===== src/shared/tormsk_consts.svh =====
// register offsets, field positions, reset values and response codes
// assumes inclusion by bare name from package and design files
`ifndef TORMSK_CONSTS_SVH
`define TORMSK_CONSTS_SVH

// ----------------------------------------------------------------
// register indices and byte address width
// ----------------------------------------------------------------
`define TORMSK_IDX_GEN_SEL     16'd40410
`define TORMSK_IDX_GEN_AVAIL   16'd40400
`define TORMSK_IDX_CH_AVAIL_LO 16'd40450
`define TORMSK_IDX_CH_AVAIL_HI 16'd40451
`define TORMSK_IDX_CH_SEL_LO   16'd40460
`define TORMSK_IDX_CH_SEL_HI   16'd40461
`define TORMSK_IDX_CONTROL     16'd40470
`define TORMSK_IDX_STATUS      16'd40471
`define TORMSK_ADDR_W          18

// ----------------------------------------------------------------
// general mask bit positions
// ----------------------------------------------------------------
`define TORMSK_BIT_SOFTWARE    0
`define TORMSK_BIT_EXT0        1
`define TORMSK_BIT_EXT1        2
`define TORMSK_BIT_XTTL0       8
`define TORMSK_BIT_XTTL1       9

// ----------------------------------------------------------------
// reset and constant values
// ----------------------------------------------------------------
`define TORMSK_NO_SOURCE       32'h0000_0000
`define TORMSK_GEN_SEL_RST     32'h0000_0001
`define TORMSK_CH_SEL_RST      32'h0000_0000
`define TORMSK_CTRL_RST        32'h0000_0000
`define TORMSK_DELAY_RST       32'h0000_0000

// ----------------------------------------------------------------
// control register fields
// ----------------------------------------------------------------
`define TORMSK_CTRL_RUN        0
`define TORMSK_CTRL_DLY_LSB    8
`define TORMSK_CTRL_DLY_W      16

// ----------------------------------------------------------------
// axi responses
// ----------------------------------------------------------------
`define TORMSK_RESP_OKAY       2'h0
`define TORMSK_RESP_SLVERR     2'h2

`endif


===== src/shared/tormsk_pkg.sv =====
// types shared by the trigger or-mask block
// assumes tormsk_consts.svh on the include path
`include "tormsk_consts.svh"

package tormsk_pkg;

  // ----------------------------------------------------------------
  // trigger source groups
  // ----------------------------------------------------------------
  typedef struct packed {
    logic xttl1;
    logic xttl0;
    logic ext1;
    logic ext0;
  } tormsk_src_t;

  typedef struct packed {
    logic [31:0] high;
    logic [31:0] low;
  } tormsk_chan_t;

  typedef struct packed {
    logic       has_ext1;
    logic       has_xttl;
    logic       has_chan;
  } tormsk_opts_t;

  typedef enum logic [1:0] {
    TORMSK_IDLE,
    TORMSK_ARMED,
    TORMSK_DELAY,
    TORMSK_FIRED
  } tormsk_state_t;

endpackage : tormsk_pkg

===== src/hw/tormsk_delay.sv =====
// programmable delay counter between combined trigger and final event
// assumes all inputs are in the core_clk_i domain
`timescale 1ns/10ps
`include "tormsk_consts.svh"

module tormsk_delay (
  input  wire logic                         core_clk_i,
  input  wire logic                         srst_i,
  input  wire logic                         arm_i,
  input  wire logic                         hit_i,
  input  wire logic [`TORMSK_CTRL_DLY_W-1:0] delay_i,
  output tormsk_pkg::tormsk_state_t         state_o,
  output logic                              fire_o
);

  tormsk_pkg::tormsk_state_t     state_q;
  logic [`TORMSK_CTRL_DLY_W-1:0] cnt_q;

  // ----------------------------------------------------------------
  // sequencer
  // ----------------------------------------------------------------
  always_ff @(posedge core_clk_i) begin
    if (srst_i || !arm_i) begin
      state_q <= tormsk_pkg::TORMSK_IDLE;
    end else begin
      unique case (state_q)
        tormsk_pkg::TORMSK_IDLE: begin
          state_q <= tormsk_pkg::TORMSK_ARMED;
        end
        tormsk_pkg::TORMSK_ARMED: begin
          if (hit_i) begin
            state_q <= (delay_i == '0) ? tormsk_pkg::TORMSK_FIRED
                                       : tormsk_pkg::TORMSK_DELAY;
          end
        end
        tormsk_pkg::TORMSK_DELAY: begin
          if (cnt_q == delay_i) begin
            state_q <= tormsk_pkg::TORMSK_FIRED;
          end
        end
        tormsk_pkg::TORMSK_FIRED: begin
          state_q <= tormsk_pkg::TORMSK_FIRED;
        end
      endcase
    end
  end

  always_ff @(posedge core_clk_i) begin
    if (srst_i || state_q != tormsk_pkg::TORMSK_DELAY) begin
      cnt_q <= `TORMSK_CTRL_DLY_W'(1);
    end else begin
      cnt_q <= cnt_q + `TORMSK_CTRL_DLY_W'(1);
    end
  end

  // one-cycle event on entry to fired
  always_ff @(posedge core_clk_i) begin
    if (srst_i || !arm_i) begin
      fire_o <= 1'b0;
    end else begin
      fire_o <= (state_q == tormsk_pkg::TORMSK_ARMED && hit_i &&
                 delay_i == '0) ||
                (state_q == tormsk_pkg::TORMSK_DELAY && cnt_q == delay_i);
    end
  end

  assign state_o = state_q;

endmodule : tormsk_delay


===== src/hw/tormsk_top.sv =====
// trigger or-mask selection with axi4-lite register slave
// assumes pin trigger inputs are asynchronous and channel triggers are
// already in the core_clk_i domain
//
// Local design decision: register access over AXI4-Lite.
`timescale 1ns/10ps
`include "tormsk_consts.svh"

module tormsk_top #(
  parameter bit HAS_EXT1 = 1'b0,
  parameter bit HAS_XTTL = 1'b0,
  parameter bit HAS_CHAN = 1'b0
) (
  input  wire logic                      core_clk_i,
  input  wire logic                      srst_i,
  input  wire logic [`TORMSK_ADDR_W-1:0] s_axi_awaddr_i,
  input  wire logic                      s_axi_awvalid_i,
  output logic                           s_axi_awready_o,
  input  wire logic [31:0]               s_axi_wdata_i,
  input  wire logic [3:0]                s_axi_wstrb_i,
  input  wire logic                      s_axi_wvalid_i,
  output logic                           s_axi_wready_o,
  output logic [1:0]                     s_axi_bresp_o,
  output logic                           s_axi_bvalid_o,
  input  wire logic                      s_axi_bready_i,
  input  wire logic [`TORMSK_ADDR_W-1:0] s_axi_araddr_i,
  input  wire logic                      s_axi_arvalid_i,
  output logic                           s_axi_arready_o,
  output logic [31:0]                    s_axi_rdata_o,
  output logic [1:0]                     s_axi_rresp_o,
  output logic                           s_axi_rvalid_o,
  input  wire logic                      s_axi_rready_i,
  input  wire tormsk_pkg::tormsk_src_t   src_cond_i,
  input  wire tormsk_pkg::tormsk_chan_t  chan_trig_i,
  output logic                           or_trig_o,
  output logic                           trig_o
);

  // ----------------------------------------------------------------
  // address decode
  // ----------------------------------------------------------------
  function automatic logic [`TORMSK_ADDR_W-1:0] byte_addr(
    input logic [15:0] idx
  );
    byte_addr = {idx, 2'b00};
  endfunction : byte_addr

  function automatic logic [31:0] merge(
    input logic [31:0] old,
    input logic [31:0] data,
    input logic [3:0]  strb
  );
    logic [31:0] res;
    res = old;
    for (int b = 0; b < 4; b++) begin
      if (strb[b]) begin
        res[b*8 +: 8] = data[b*8 +: 8];
      end
    end
    merge = res;
  endfunction : merge

  // ----------------------------------------------------------------
  // availability masks
  // ----------------------------------------------------------------
  logic [31:0] gen_avail;
  logic [31:0] ch_avail_lo;
  logic [31:0] ch_avail_hi;

  always_comb begin
    gen_avail                        = '0;
    gen_avail[`TORMSK_BIT_SOFTWARE]  = 1'b1;
    gen_avail[`TORMSK_BIT_EXT0]      = 1'b1;
    gen_avail[`TORMSK_BIT_EXT1]      = HAS_EXT1;
    gen_avail[`TORMSK_BIT_XTTL0]     = HAS_XTTL;
    gen_avail[`TORMSK_BIT_XTTL1]     = HAS_XTTL;
  end

  assign ch_avail_lo = HAS_CHAN ? 32'hFFFF_FFFF : 32'h0000_0000;
  assign ch_avail_hi = HAS_CHAN ? 32'hFFFF_FFFF : 32'h0000_0000;

  // ----------------------------------------------------------------
  // axi4-lite write channel
  // ----------------------------------------------------------------
  logic                      aw_held_q;
  logic [`TORMSK_ADDR_W-1:0] aw_addr_q;
  logic                      w_held_q;
  logic [31:0]               w_data_q;
  logic [3:0]                w_strb_q;
  logic                      bvalid_q;
  logic [1:0]                bresp_q;
  logic                      wr_go;

  assign s_axi_awready_o = !aw_held_q && !bvalid_q;
  assign s_axi_wready_o  = !w_held_q && !bvalid_q;
  assign s_axi_bvalid_o  = bvalid_q;
  assign s_axi_bresp_o   = bresp_q;
  assign wr_go           = aw_held_q && w_held_q && !bvalid_q;

  always_ff @(posedge core_clk_i) begin
    if (srst_i) begin
      aw_held_q <= 1'b0;
      aw_addr_q <= '0;
    end else if (s_axi_awvalid_i && s_axi_awready_o) begin
      aw_held_q <= 1'b1;
      aw_addr_q <= s_axi_awaddr_i;
    end else if (wr_go) begin
      aw_held_q <= 1'b0;
    end
  end

  always_ff @(posedge core_clk_i) begin
    if (srst_i) begin
      w_held_q <= 1'b0;
      w_data_q <= '0;
      w_strb_q <= '0;
    end else if (s_axi_wvalid_i && s_axi_wready_o) begin
      w_held_q <= 1'b1;
      w_data_q <= s_axi_wdata_i;
      w_strb_q <= s_axi_wstrb_i;
    end else if (wr_go) begin
      w_held_q <= 1'b0;
    end
  end

  // ----------------------------------------------------------------
  // registers
  // ----------------------------------------------------------------
  logic [31:0] gen_sel_q;
  logic [31:0] ch_sel_lo_q;
  logic [31:0] ch_sel_hi_q;
  logic [31:0] ctrl_q;
  logic        wr_hit;
  logic        sw_force;

  always_comb begin
    unique case (aw_addr_q)
      byte_addr(`TORMSK_IDX_GEN_SEL),
      byte_addr(`TORMSK_IDX_CH_SEL_LO),
      byte_addr(`TORMSK_IDX_CH_SEL_HI),
      byte_addr(`TORMSK_IDX_CONTROL):   wr_hit = 1'b1;
      default:                          wr_hit = 1'b0;
    endcase
  end

  always_ff @(posedge core_clk_i) begin
    if (srst_i) begin
      bvalid_q <= 1'b0;
      bresp_q  <= `TORMSK_RESP_OKAY;
    end else if (wr_go) begin
      bvalid_q <= 1'b1;
      bresp_q  <= wr_hit ? `TORMSK_RESP_OKAY : `TORMSK_RESP_SLVERR;
    end else if (s_axi_bready_i) begin
      bvalid_q <= 1'b0;
    end
  end

  always_ff @(posedge core_clk_i) begin
    if (srst_i) begin
      gen_sel_q <= `TORMSK_GEN_SEL_RST;
    end else if (wr_go && aw_addr_q == byte_addr(`TORMSK_IDX_GEN_SEL)) begin
      gen_sel_q <= merge(gen_sel_q, w_data_q, w_strb_q);
    end
  end

  always_ff @(posedge core_clk_i) begin
    if (srst_i) begin
      ch_sel_lo_q <= `TORMSK_CH_SEL_RST;
      ch_sel_hi_q <= `TORMSK_CH_SEL_RST;
    end else if (wr_go) begin
      if (aw_addr_q == byte_addr(`TORMSK_IDX_CH_SEL_LO)) begin
        ch_sel_lo_q <= merge(ch_sel_lo_q, w_data_q, w_strb_q);
      end
      if (aw_addr_q == byte_addr(`TORMSK_IDX_CH_SEL_HI)) begin
        ch_sel_hi_q <= merge(ch_sel_hi_q, w_data_q, w_strb_q);
      end
    end
  end

  always_ff @(posedge core_clk_i) begin
    if (srst_i) begin
      ctrl_q <= `TORMSK_CTRL_RST;
    end else if (wr_go && aw_addr_q == byte_addr(`TORMSK_IDX_CONTROL)) begin
      ctrl_q <= merge(ctrl_q, w_data_q, w_strb_q);
    end
  end

  // ----------------------------------------------------------------
  // pin synchronisers
  // ----------------------------------------------------------------
  tormsk_pkg::tormsk_src_t src_meta_q;
  tormsk_pkg::tormsk_src_t src_sync_q;

  always_ff @(posedge core_clk_i) begin
    if (srst_i) begin
      src_meta_q <= '0;
      src_sync_q <= '0;
    end else begin
      src_meta_q <= src_cond_i;
      src_sync_q <= src_meta_q;
    end
  end

  // ----------------------------------------------------------------
  // or-mask combination
  // ----------------------------------------------------------------
  logic        run;
  logic [31:0] gen_hits;
  logic [31:0] gen_eff;
  logic [63:0] ch_eff;
  logic        or_d;
  logic        or_q;

  assign run = ctrl_q[`TORMSK_CTRL_RUN];

  always_comb begin
    gen_hits                        = '0;
    gen_hits[`TORMSK_BIT_SOFTWARE]  = run;
    gen_hits[`TORMSK_BIT_EXT0]      = src_sync_q.ext0;
    gen_hits[`TORMSK_BIT_EXT1]      = src_sync_q.ext1;
    gen_hits[`TORMSK_BIT_XTTL0]     = src_sync_q.xttl0;
    gen_hits[`TORMSK_BIT_XTTL1]     = src_sync_q.xttl1;
  end

  // absent sources gated off by availability
  assign gen_eff = gen_sel_q & gen_avail & gen_hits;
  assign ch_eff  = {ch_sel_hi_q & ch_avail_hi,
                    ch_sel_lo_q & ch_avail_lo} & chan_trig_i;

  // selected software bit fires on run, ORed with the other selected sources
  assign sw_force = gen_eff[`TORMSK_BIT_SOFTWARE];
  assign or_d     = run && (sw_force || (|gen_eff) || (|ch_eff));

  always_ff @(posedge core_clk_i) begin
    if (srst_i) begin
      or_q <= 1'b0;
    end else begin
      or_q <= or_d;
    end
  end

  assign or_trig_o = or_q;

  // ----------------------------------------------------------------
  // trigger delay
  // ----------------------------------------------------------------
  tormsk_pkg::tormsk_state_t dly_state;

  tormsk_delay u_delay (
    .core_clk_i (core_clk_i),
    .srst_i     (srst_i),
    .arm_i      (run),
    .hit_i      (or_q),
    .delay_i    (ctrl_q[`TORMSK_CTRL_DLY_LSB +: `TORMSK_CTRL_DLY_W]),
    .state_o    (dly_state),
    .fire_o     (trig_o)
  );

  // ----------------------------------------------------------------
  // axi4-lite read channel
  // ----------------------------------------------------------------
  logic        rvalid_q;
  logic [31:0] rdata_q;
  logic [1:0]  rresp_q;
  logic [31:0] rd_mux;
  logic        rd_hit;

  assign s_axi_arready_o = !rvalid_q;
  assign s_axi_rvalid_o  = rvalid_q;
  assign s_axi_rdata_o   = rdata_q;
  assign s_axi_rresp_o   = rresp_q;

  always_comb begin
    rd_hit = 1'b1;
    unique case (s_axi_araddr_i)
      byte_addr(`TORMSK_IDX_GEN_SEL):     rd_mux = gen_sel_q;
      byte_addr(`TORMSK_IDX_GEN_AVAIL):   rd_mux = gen_avail;
      byte_addr(`TORMSK_IDX_CH_AVAIL_LO): rd_mux = ch_avail_lo;
      byte_addr(`TORMSK_IDX_CH_AVAIL_HI): rd_mux = ch_avail_hi;
      byte_addr(`TORMSK_IDX_CH_SEL_LO):   rd_mux = ch_sel_lo_q;
      byte_addr(`TORMSK_IDX_CH_SEL_HI):   rd_mux = ch_sel_hi_q;
      byte_addr(`TORMSK_IDX_CONTROL):     rd_mux = ctrl_q;
      byte_addr(`TORMSK_IDX_STATUS):      rd_mux = {29'h0, or_q,
                                                    dly_state};
      default: begin
        rd_mux = `TORMSK_NO_SOURCE;
        rd_hit = 1'b0;
      end
    endcase
  end

  always_ff @(posedge core_clk_i) begin
    if (srst_i) begin
      rvalid_q <= 1'b0;
      rdata_q  <= '0;
      rresp_q  <= `TORMSK_RESP_OKAY;
    end else if (s_axi_arvalid_i && !rvalid_q) begin
      rvalid_q <= 1'b1;
      rdata_q  <= rd_mux;
      rresp_q  <= rd_hit ? `TORMSK_RESP_OKAY : `TORMSK_RESP_SLVERR;
    end else if (s_axi_rready_i) begin
      rvalid_q <= 1'b0;
    end
  end

endmodule : tormsk_top


===== config.mk =====
export PLATFORM = sky130hd
export DESIGN_NAME = tormsk_top
export DESIGN_NICKNAME = d
export VERILOG_FILES = /design/src/shared/tormsk_pkg.sv /design/src/hw/tormsk_delay.sv /design/src/hw/tormsk_top.sv
export VERILOG_INCLUDE_DIRS = /design/src /design/src/shared
export SDC_FILE = /design/constraint.sdc
export NUM_CORES = 1
export LEC_CHECK = 0
export ABC_AREA = 0
export BUFFER_PORTS_ARGS = -buffer_cell sky130_fd_sc_hd__buf_2
export CELL_PAD_IN_SITES_DETAIL_PLACEMENT = 0
export CELL_PAD_IN_SITES_GLOBAL_PLACEMENT = 1
export CORE_MARGIN = 1
export CORE_UTILIZATION = 45
export CTS_BUF_LIST = sky130_fd_sc_hd__clkbuf_16
export DETAILED_ROUTE_END_ITERATION = 8
export GPL_TIMING_DRIVEN = 0
export PLACE_DENSITY_LB_ADDON = 0.25
export SYNTH_ARGS = -nofsm -noshare
export SYNTH_HDL_FRONTEND = slang
export SYNTH_SLANG_ARGS = --single-unit

===== constraint.sdc =====
create_clock -name core_clk_i -period 3.85 [get_ports core_clk_i]
set_clock_uncertainty 0.2 [all_clocks]
set_input_delay 0 -clock core_clk_i [delete_from_list [all_inputs] [get_ports core_clk_i]]
set_output_delay 0 -clock core_clk_i [all_outputs]
set_load 0.02 [all_outputs]

==> flow_metrics.env, run 1 <==
export IMPL_grt_max_degree=14
export IMPL_gp_congestion=0.8194
export IMPL_p_seq_share_pct=48.3
export IMPL_port_buffers=119
export IMPL_drv_cap=0
export IMPL_fin_ws_ns=0.9822
export IMPL_dp_hpwl_um=19720
export IMPL_wl_um=28950
export IMPL_die_w_um=152.5
export IMPL_yosysTopAreaCell="dfxtp_1"
export IMPL_clock_root_buffer="clkbuf_16"
export IMPL_syn_avg_cell_area_um2=9.120
export IMPL_fin_setup_tns_ns=0
export IMPL_die_area_um2=23260
export IMPL_irDropWorstVdd_mv=0.2835
export IMPL_synthCells=1118
export IMPL_antenna_found_initial=0
export IMPL_wl_per_cell_um=17.47
export IMPL_required_ns=4.12
export IMPL_fmax_mhz=348.7
export IMPL_cts_resized=0
export IMPL_cts_buffer_depth=3
export IMPL_rows=54
export IMPL_ios=190
export IMPL_crit_fanout=5
export IMPL_leakagePower_nw=5.430
export IMPL_power_density_nw_per_um2=417.5
export IMPL_core_area_um2=22030
export IMPL_p_sw_share_pct=23.44
export IMPL_end_kind="flop"
export IMPL_viasPerCell=5.374
export IMPL_clkPwrFrac_pct=45.1
export IMPL_fin_crit_sh_pct=74.49
export IMPL_clk_latency_ns=0.54
export IMPL_arrival_ns=3.14
export IMPL_netlist_top_cells_area="dfxtp_1 48%, mux2i_1 12%, nand2_1 6.9%"
export IMPL_hold_buffers=94
export IMPL_p_int_mw=4.125
export IMPL_slew_viol_final=0
export IMPL_antenna_left=0
export IMPL_grt_util_all_layers_pct=24.92
export IMPL_fin_nets=1508
export IMPL_htreeDepth=1
export IMPL_yosysWarnings=0
export IMPL_synth_top_area_share_pct=47.52
export IMPL_switchingPower_mw=1.263
export IMPL_cts_setup_buffers=0
export IMPL_drt_initial_drc_count=487
export IMPL_period_needed_ns=2.868
export IMPL_violations="DRC"
export IMPL_final_cell_mix="242 x dfxtp_1, 187 x nand2_1, 160 x nor2_1, 127 x mux2i_1, 124 x buf_2"
export IMPL_slew_headroom_pct=38.41
export IMPL_start_util_pct=46.29
export IMPL_overflow=0
export IMPL_netlist_area_um2=10200
export IMPL_grt_first_pass_wirelength_um=46130
export IMPL_cts_clk_slew_worst_paths_ns=0.06
export IMPL_async_reset_ff_share_pct=0
export IMPL_ys_seq_area_share_pct=47.52
export IMPL_hold_viol=0
export IMPL_drive_above_1_share_pct=16.12
export IMPL_cts_tree="done"
export IMPL_rsz0062_at_grt="no"
export IMPL_drt_pass1_iterations=6
export IMPL_synth_seq_cells=242
export IMPL_cts_sinks=242
export IMPL_setup_violations=0
export IMPL_start_kind="primary input"
export IMPL_tightest_slew_ns=0.9168
export IMPL_synth_cell_types=58
export IMPL_hold_slack_ns=0.03903
export IMPL_p_comb_share_pct=6.7
export IMPL_vias=8905
export IMPL_layout_commonest_cell="dfxtp_1"
export IMPL_grt_pass1_vias=8527
export IMPL_synth_edf_count=0
export IMPL_n_antenna_cell=0
export IMPL_nFillCells=2051
export IMPL_crit_type="primary input to flop"
export IMPL_hold_path_class="primary input to flop"
export IMPL_pre_cts_slack_ns=1.062
export IMPL_synth_ff_type="dfxtp_1"
export IMPL_die_y_um=152.5
export IMPL_outcome="finished, violations left"
export IMPL_cts_buffers=26
export IMPL_syn_to_final_growth_pct=26.57
export IMPL_drc=11
==> power groups by stage <==
| stage | clock network, mW | logic [mW] | registers [mW] |
|---|---|---|---|
| after floorplan | 0 | 0.157 | 2.64 |
| after CTS | 2.47 | 0.356 | 2.60 |
| after global placement | 0 | 0.277 | 2.65 |
| after global routing | 2.57 | 0.395 | 2.61 |
| after detailed placement | 0 | 0.280 | 2.66 |
| final | 2.43 | 0.360 | 2.60 |
==> per-stage QoR <==
step           power, mW  std cells  cell area, um^2  utilization, %
2_1_floorplan      2.798       1119            10200               -
3_5_place_dp       2.935       1518            11150           50.60
6_report           5.387       1657            12900           58.59
3_3_place_gp       2.931       1518            11150           50.60
5_1_grt            5.572       1657            12900           58.59
4_1_cts            5.422       1657            12900           58.59
==> flip-flops by register name, summed over array words and instances, names as in the netlist, 16 cells and up <==
name / cells
ch_sel_hi_q: 32
ch_sel_lo_q: 32
ctrl_q: 32
gen_sel_q: 32
s_axi_rdata_o: 32
w_data_q: 32
aw_addr_q: 18
u_delay.cnt_q: 16
==> cells by family after synthesis <==
kind of cell | Yosys count | share of synthesized area, %
and+or+nand+nor | 459 | 20.73
xor gates and xnor gates | 29 | 2.491
DFF | 242 | 47.52
adders and majority gates | 1 | 0.1227
buffers and inverters | 85 | 3.927
AOI/OAI and AO/OA | 168 | 12.05
other | 1 | 0.03678
muxes | 133 | 13.13
==> layer usage <==
layer	global-route usage (%)	vias up	routed length (um)
met3	3.953	39	1335
met4	6.157	0	514
met1	32.81	4268	13260
met5	0	-	0
met2	42.64	200	13850
li1	-	4398	-
==> worst max-delay path, cell delays in order <==
cell	delay, ns
dlygate4sd3_1	0.53
buf_2	0.15
and2_1	0.20
nand2_1	0.08
dlygate4sd3_1	0.56
nor2_1	0.25
dlygate4sd3_1	0.61
nand2_1	0.06
a31oi_1	0.14
dlygate4sd3_1	0.55
==> synth_stat cells (2+ instances only) <==
cell        n
or2_2       2
o21ai_0     3
nand3b_1    2
buf_2       5
buf_1       2
o21bai_1    2
a21oi_1    62
o21ai_1    12
inv_1       6
and4b_1     4
and3b_1     2
and2_1      7
a31oi_1     3
nor2b_1     4
nand3_1    40
a211oi_1    2
buf_4       8
nand3_2     4
nand2_1   187
nor4_1      7
nand4b_1    2
or4b_1      3
xor2_1      7
nor2_1    160
nor3b_1     2
nor4bb_1    2
o21ai_2    19
xnor2_1    22
mux2i_1   127
nand4_2     5
a22oi_1     2
nand2b_1    2
o32ai_1    30
clkbuf_1   58
a221oi_2   10
dfxtp_1   242
a221oi_1   20
nand4_1     9
buf_6       4
nor3_1      4
mux2_2      6
or3_1       2
==> path summary, 6_finish.rpt <==
path,slack [ns],to,from,cells after the start
setup reg to reg,1.03,ctrl_q[10]$_SDFFE_PP0P_,aw_addr_q[16]$_SDFFE_PP0P_,5
setup / recovery,0.98,s_axi_rdata_o[1]$_SDFFE_PP0P_,s_axi_araddr_i[6],10
hold reg to reg,0.24,s_axi_rdata_o[16]$_SDFFE_PP0P_,s_axi_rdata_o[16]$_SDFFE_PP0P_,2
hold / removal,0.04,w_data_q[25]$_SDFFE_PP0P_,s_axi_wdata_i[25],4
==> layout make-up <==
class                   count  area [um^2]  share of cell area (%)
well taps                 280        350.3                   2.715
clock buffers              26        650.6                   5.042
inverters                   6        22.52                  0.1745
clock inverters            19        167.7                   1.299
multi-input cells         792         4955                   38.39
repair buffers            213         1536                   11.91
plain buffers              79        377.9                   2.928
flip-flops and latches    242         4845                   37.54
Power figures use the tool's default switching activity.
==> run 2: changes to the inputs <==
--- a/config.mk
+++ b/config.mk
@@ -6,12 +6,12 @@
 export SDC_FILE = /design/constraint.sdc
 export NUM_CORES = 1
 export LEC_CHECK = 0
-export ABC_AREA = 0
+export ABC_AREA = 1
 export BUFFER_PORTS_ARGS = -buffer_cell sky130_fd_sc_hd__buf_2
 export CELL_PAD_IN_SITES_DETAIL_PLACEMENT = 0
 export CELL_PAD_IN_SITES_GLOBAL_PLACEMENT = 1
 export CORE_MARGIN = 1
-export CORE_UTILIZATION = 45
+export CORE_UTILIZATION = 40
 export CTS_BUF_LIST = sky130_fd_sc_hd__clkbuf_16
 export DETAILED_ROUTE_END_ITERATION = 8
 export GPL_TIMING_DRIVEN = 0
==> constraint.sdc (replaced) <==
create_clock -name core_clk_i -period 2.8 [get_ports core_clk_i]
set_clock_uncertainty 0.2 [all_clocks]
set_input_delay 0 -clock core_clk_i [delete_from_list [all_inputs] [get_ports core_clk_i]]
set_output_delay 0 -clock core_clk_i [all_outputs]
set_load 0.02 [all_outputs]
==> run 2 against run 1 <==
Against the previous run:
- the flow now finishes without violations
- register-to-register slack got worse by 0.83 ns
- worst setup slack got worse by 0.88 ns
- design area rose by 7.8%
- critical path depth rose by 3
- critical endpoint is now s_axi_rresp_o[1]$_SDFFE_PP0P_
- largest cell class is now registers
- combinational power rose by 79%
- power rose by 51%
- non-clock buffer count rose by 45
- sequential power rose by 39%
- clock power rose by 59%
- flip-flop and latch count did not move
- core utilization fell by 5.2 points
- largest power group is now the clock network
==> flow_metrics.env, run 2 <==
export IMPL_outcome="finished clean"
export IMPL_yosysWarnings=0
export IMPL_layout_commonest_cell="dfxtp_1"
export IMPL_cts_tree="done"
export IMPL_totalPowerFinal_mw=8.137
export IMPL_nFillCells=2618
export IMPL_netlist_area_um2=10630
export IMPL_tightest_slew_ns=0.8182
export IMPL_die_area_um2=27220
export IMPL_synth_simple_area_share_pct=29.54
export IMPL_startpoint="s_axi_araddr_i[10]"
export IMPL_dp_hpwl_um=25420
export IMPL_syn_to_final_growth_pct=30.95
export IMPL_timing_rr_start="aw_addr_q[13]$_SDFFE_PP0P_"
export IMPL_crit_type="primary input to flop"
export IMPL_power_density_nw_per_um2=584.7
export IMPL_synth_common_cells="242 x dfxtp_1, 237 x nor2_1, 196 x o21ai_0"
export IMPL_rows=59
export IMPL_synth_seq_cells=242
export IMPL_clock_root_buffer="clkbuf_16"
export IMPL_hold_viol=0
export IMPL_cts_clk_slew_worst_paths_ns=0.06
export IMPL_async_reset_ff_share_pct=0
export IMPL_drive_above_1_share_pct=11.60
export IMPL_synth_mux_area_share_pct=0
export IMPL_cts_buffers=28
export IMPL_ys_seq_area_share_pct=45.59
export IMPL_overflow=0
export IMPL_end_kind="flop"
export IMPL_synthAdderAreaFrac_pct=0.1177
export IMPL_fmax_mhz=371.0
export IMPL_cts_sinks=242
export IMPL_synth_edf_count=0
export IMPL_htreeDepth=1
export IMPL_wl_per_cell_um=17.14
export IMPL_arrival_ns=2.89
export IMPL_drt_initial_drc_count=869
export IMPL_grt_max_degree=14
export IMPL_drt_pass1_iterations=7
export IMPL_rsz0062_at_grt="no"
export IMPL_core_area_um2=26060
export IMPL_leakagePower_nw=5.607
export IMPL_final_cell_mix="242 x dfxtp_1, 236 x nor2_1, 196 x o21ai_0, 170 x nand2_1, 160 x inv_1"
export IMPL_synth_top_area_share_pct=45.59
export IMPL_start_kind="primary input"
export IMPL_port_buffers=119
export IMPL_slew_viol_final=0
export IMPL_cts_buffer_depth=3
export IMPL_fin_crit_sh_pct=96.26
export IMPL_synth_top_family_by_area="simple AND/OR/NAND/NOR gates"
export IMPL_slew_headroom_pct=45.25
export IMPL_vias=11170
export IMPL_synthCells=1503
export IMPL_drc=0
export IMPL_irDropWorstVdd_mv=0.3930
export IMPL_yosys_cell_count_top_type="dfxtp_1"
export IMPL_start_util_pct=40.78
export IMPL_fin_setup_tns_ns=0
export IMPL_hold_path_class="primary input to flop"
export IMPL_syn_avg_cell_area_um2=7.070
export IMPL_antenna_found_initial=0
export IMPL_antenna_left=0
export IMPL_viasPerCell=5.222
export IMPL_clk_latency_ns=0.54
export IMPL_drv_cap=0
export IMPL_crit_fanout=3
export IMPL_ios=190
export IMPL_setup_violations=0
export IMPL_grt_pass1_vias=10491
export IMPL_gp_congestion=0.8968
export IMPL_die_y_um=165.0
export IMPL_required_ns=2.99
export IMPL_grt_util_all_layers_pct=27.21
export IMPL_min_delay_start="s_axi_araddr_i[14]"
export IMPL_grt_first_pass_wirelength_um=57020
export IMPL_synth_ff_type="dfxtp_1"
export IMPL_period_needed_ns=2.695
export IMPL_synth_compound_area_share_pct=14.29
export IMPL_synth_cell_types=32
export IMPL_die_w_um=165.0
export IMPL_synth_xor_area_share_pct=1.236
export IMPL_wl_um=36660
export IMPL_netlist_top_cells_area="dfxtp_1 46%, o21ai_0 9.2%, nor2_1 8.4%"
export IMPL_yosysTopAreaCell="dfxtp_1"
export IMPL_fin_nets=1928
## run 2: stage by stage
step | setup WS, ns | util, % | area [um^2] | hold WS (ns) | cells
4_1_cts | 0.03498 | 53.21 | 13870 | 0.00001060 | 2134
3_5_place_dp | 0.2770 | 44.69 | 11640 | 0.02158 | 1958
3_3_place_gp | 0.2804 | 44.69 | 11640 | 0.01220 | 1958
2_1_floorplan | 0.9904 | - | 10630 | -0.09303 | 1504
5_1_grt | 0.007437 | 53.38 | 13910 | 0.04982 | 2137
6_report | 0.1047 | 53.40 | 13920 | 0.001600 | 2139
## run 2: final cells by class
cell class,count,area (um^2),area share (%)
buffer,90,369.1,2.652
clock inverter,23,254.0,1.825
antenna,2,5.005,0.03596
tap,335,419.2,3.012
inverter,161,604.3,4.343
timing repair buffer,247,1874,13.47
sequential,242,4845,34.81
multi-input combinational,1010,4820,34.63
clock buffer,29,725.7,5.215
## run 2: cell families (layout without fill, tap and decap cells)
kind of cell               after synthesis  in the layout
adders and majority gates                1              1
AOI/OAI and AO/OA                      301            301
and+or+nand+nor                        691            691
buffers and inverters                  252            550
xor gates and xnor gates                15             15
other                                    1              4
DFF                                    242            242
## run 2: power by group
group          total [mW]  switching, mW  internal, mW
clock                3.87           1.52          2.34
sequential           3.62         0.0976          3.53
combinational       0.646          0.375         0.271
## run 2: layer usage
layer	routed length (um)	GRT usage (%)	vias up	share of wire, %
met4	913	8.132	0	2.5
met5	0	0	-	0
met3	2747	3.541	61	7.5
met1	16180	36.78	5139	44
met2	16830	44.92	378	46
li1	-	-	5592	-
## run 2: what timing repair did
action,CTS,global route
buffers inserted,0,2
endpoints found under the hold margin,64,1
resized for setup,0,6
endpoints found under the setup margin,0,13
hold buffers,124,3
## run 2: path summary, 6_finish.rpt
check / cells past startpoint / slack [ns] / to
max reg2reg: 6 / 0.20 / ch_sel_lo_q[30]$_SDFFE_PP0P_
max: 13 / 0.10 / s_axi_rresp_o[1]$_SDFFE_PP0P_
min reg2reg: 2 / 0.21 / gen_hits[1]$_SDFF_PP0_
min: 9 / 0.002 / s_axi_rdata_o[0]$_SDFFE_PP0P_
## run 2: worst max-delay path: stages
cell	delay, ns
dlygate4sd3_1	0.53
buf_2	0.12
inv_1	0.09
nand2_1	0.05
dlygate4sd3_1	0.55
nor2_1	0.12
nand2_2	0.09
buf_4	0.16
nor3_1	0.35
nor2_1	0.08
nand4_1	0.13
dlygate4sd3_1	0.56
a21oi_1	0.06
==> run 3: changes to the inputs <==
--- a/config.mk
+++ b/config.mk
@@ -11,7 +11,7 @@
 export CELL_PAD_IN_SITES_DETAIL_PLACEMENT = 0
 export CELL_PAD_IN_SITES_GLOBAL_PLACEMENT = 1
 export CORE_MARGIN = 1
-export CORE_UTILIZATION = 40
+export CORE_UTILIZATION = 30
 export CTS_BUF_LIST = sky130_fd_sc_hd__clkbuf_16
 export DETAILED_ROUTE_END_ITERATION = 8
 export GPL_TIMING_DRIVEN = 0
==> run 3 against run 2 <==
Against the previous run:
- critical path depth shrank 1
- worst setup slack lost 0.070 ns
- highest routed layer unchanged
- critical endpoint unchanged
- largest cell class unchanged
- count of clock-buffer cells in the layout is the same
- critical path type unchanged
- register-to-register slack lost 0.02 ns
==> flow_metrics.env, run 3 (same netlist as run 2, synthesis figures left out) <==
export IMPL_hold_depth=5
export IMPL_start_kind="primary input"
export IMPL_dp_hpwl_um=28070
export IMPL_die_y_um=190.2
export IMPL_clkPwrFrac_pct=48.2
export IMPL_power_density_nw_per_um2=587.2
export IMPL_wl_um=39160
export IMPL_worst_r2r_cell_count=7
export IMPL_cts_buffers=29
export IMPL_rrSetupSlack_ns=0.18
export IMPL_ios=190
export IMPL_cts_setup_buffers=0
export IMPL_slew_viol_final=0
export IMPL_fmax_mhz=361.6
export IMPL_switchingPower_mw=2.032
export IMPL_layout_commonest_cell="dfxtp_1"
export IMPL_fin_area_um2=14070
export IMPL_cts_clk_slew_worst_paths_ns=0.06
export IMPL_vias=11071
export IMPL_grt_util_all_layers_pct=21.62
export IMPL_core_area_um2=34710
export IMPL_hold_viol=0
export IMPL_hold_path_class="primary input to flop"
export IMPL_rows=68
export IMPL_cts_sinks=242
export IMPL_hold_slack_ns=0.008066
export IMPL_nFillCells=3688
export IMPL_totalPowerFinal_mw=8.260
export IMPL_antenna_found_initial=1
export IMPL_cts_tree="done"
export IMPL_drive_above_1_share_pct=11.36
export IMPL_slew_headroom_pct=37.86
export IMPL_irDropWorstVdd_mv=0.4197
export IMPL_htreeDepth=1
export IMPL_crit_fanout=3
export IMPL_fin_util_pct=40.52
export IMPL_viasPerCell=4.901
export IMPL_grt_pass1_vias=10601
export IMPL_grt_max_degree=15
export IMPL_p_sw_share_pct=24.60
export IMPL_end_kind="flop"
export IMPL_rsz0062_at_grt="yes"
export IMPL_syn_to_final_growth_pct=32.38
export IMPL_drt_initial_drc_count=712
export IMPL_tightest_slew_ns=0.9320
export IMPL_grt_first_pass_wirelength_um=60450
export IMPL_required_ns=3.01
export IMPL_p_comb_share_pct=7.9
export IMPL_crit_type="primary input to flop"
export IMPL_gp_congestion=0.8454
export IMPL_leakagePower_nw=5.609
export IMPL_start_util_pct=30.61
export IMPL_drc=0
export IMPL_die_area_um2=36180
export IMPL_wl_per_cell_um=17.34
export IMPL_fin_nets=1929
export IMPL_outcome="finished clean"
export IMPL_multiInputGateArea_um2=4812
export IMPL_p_seq_share_pct=43.9
export IMPL_final_cell_mix="242 x dfxtp_1, 236 x nor2_1, 196 x o21ai_0, 171 x nand2_1, 159 x inv_1"
export IMPL_overflow=0
export IMPL_seqCellArea_um2=4845
export IMPL_n_antenna_cell=0
export IMPL_antenna_left=0
export IMPL_p_int_mw=6.228
export IMPL_clock_root_buffer="clkbuf_16"
export IMPL_fin_crit_sh_pct=98.76
export IMPL_place_area_um2=11800
export IMPL_cts_buffer_depth=3
export IMPL_clk_latency_ns=0.56
export IMPL_drt_pass1_iterations=5
export IMPL_setup_violations=0
export IMPL_port_buffers=119
export IMPL_period_needed_ns=2.765
export IMPL_arrival_ns=2.98
export IMPL_die_w_um=190.2
export IMPL_drv_cap=0
run 3: cell types whose count changed in the layout (fill, tap and decap cells not counted), sizes merged, moves of 2 or more:
cell,change
buf,-2
clkinv,+3
dlygate4sd3,+2
diode,-2
run 3: path summary, 6_finish.rpt:
| kind | start | endpoint |
|---|---|---|
| hold / removal | s_axi_wvalid_i | w_data_q[25]$_SDFFE_PP0P_ |
| setup reg to reg | s_axi_bvalid_o$_SDFFE_PP0P_ | w_data_q[0]$_SDFFE_PP0P_ |
| hold reg to reg | src_meta_q[0]$_SDFF_PP0_ | gen_hits[1]$_SDFF_PP0_ |
| setup / recovery | s_axi_araddr_i[11] | s_axi_rresp_o[1]$_SDFFE_PP0P_ |
run 3: area by class of cell:
cell class / count / share of cell area (%)
multi-input cells: 1010 / 34.21
clock inverters: 25 / 1.930
inverters: 161 / 4.296
well taps: 455 / 4.047
repair buffers: 246 / 13.27
plain buffers: 91 / 2.651
clock buffers: 29 / 5.159
flip-flops and latches: 242 / 34.44
run 3: per-stage QoR:
stage                     cells  worst slack, ns  setup TNS (ns)
after floorplan            1504           0.9904               0
after global placement     2078           0.2229               0
after detailed placement   2078           0.1824               0
after CTS                  2258          0.04731               0
after global routing       2259         -0.07750        -0.07750
final                      2259          0.03466               0
run 3: power by group through the flow:
stage                     logic [mW]  clock network, mW  registers [mW]
after floorplan                0.286                  0            3.66
after global placement         0.496                  0            3.70
after detailed placement       0.503                  0            3.70
after CTS                      0.650               4.04            3.62
after global routing           0.725               4.21            3.63
final                          0.654               3.98            3.63
run 3: metal layers:
layer  global-route usage [%]  routed length [um]
met1                    29.74               18590
met3                    3.154                2126
met4                    6.677                1078
met2                    34.73               17360
met5                        0                   0
run 3: critical path, stage by stage:
cell and delay, ns:
dlygate4sd3_1 0.52, buf_2 0.12, nand2_1 0.05, dlygate4sd3_1 0.55, nor2_1 0.10, nand2_1 0.10, nor2_2 0.16, o2111ai_1 0.11
dlygate4sd3_1 0.58, nand4_1 0.07, dlygate4sd3_1 0.56, a21oi_1 0.06
run 3: repair_timing:
action                     in CTS  in global routing
hold endpoints to repair       64                  1
resized for setup               0                  3
hold buffers                  126                  2
setup endpoints to repair       0                 12
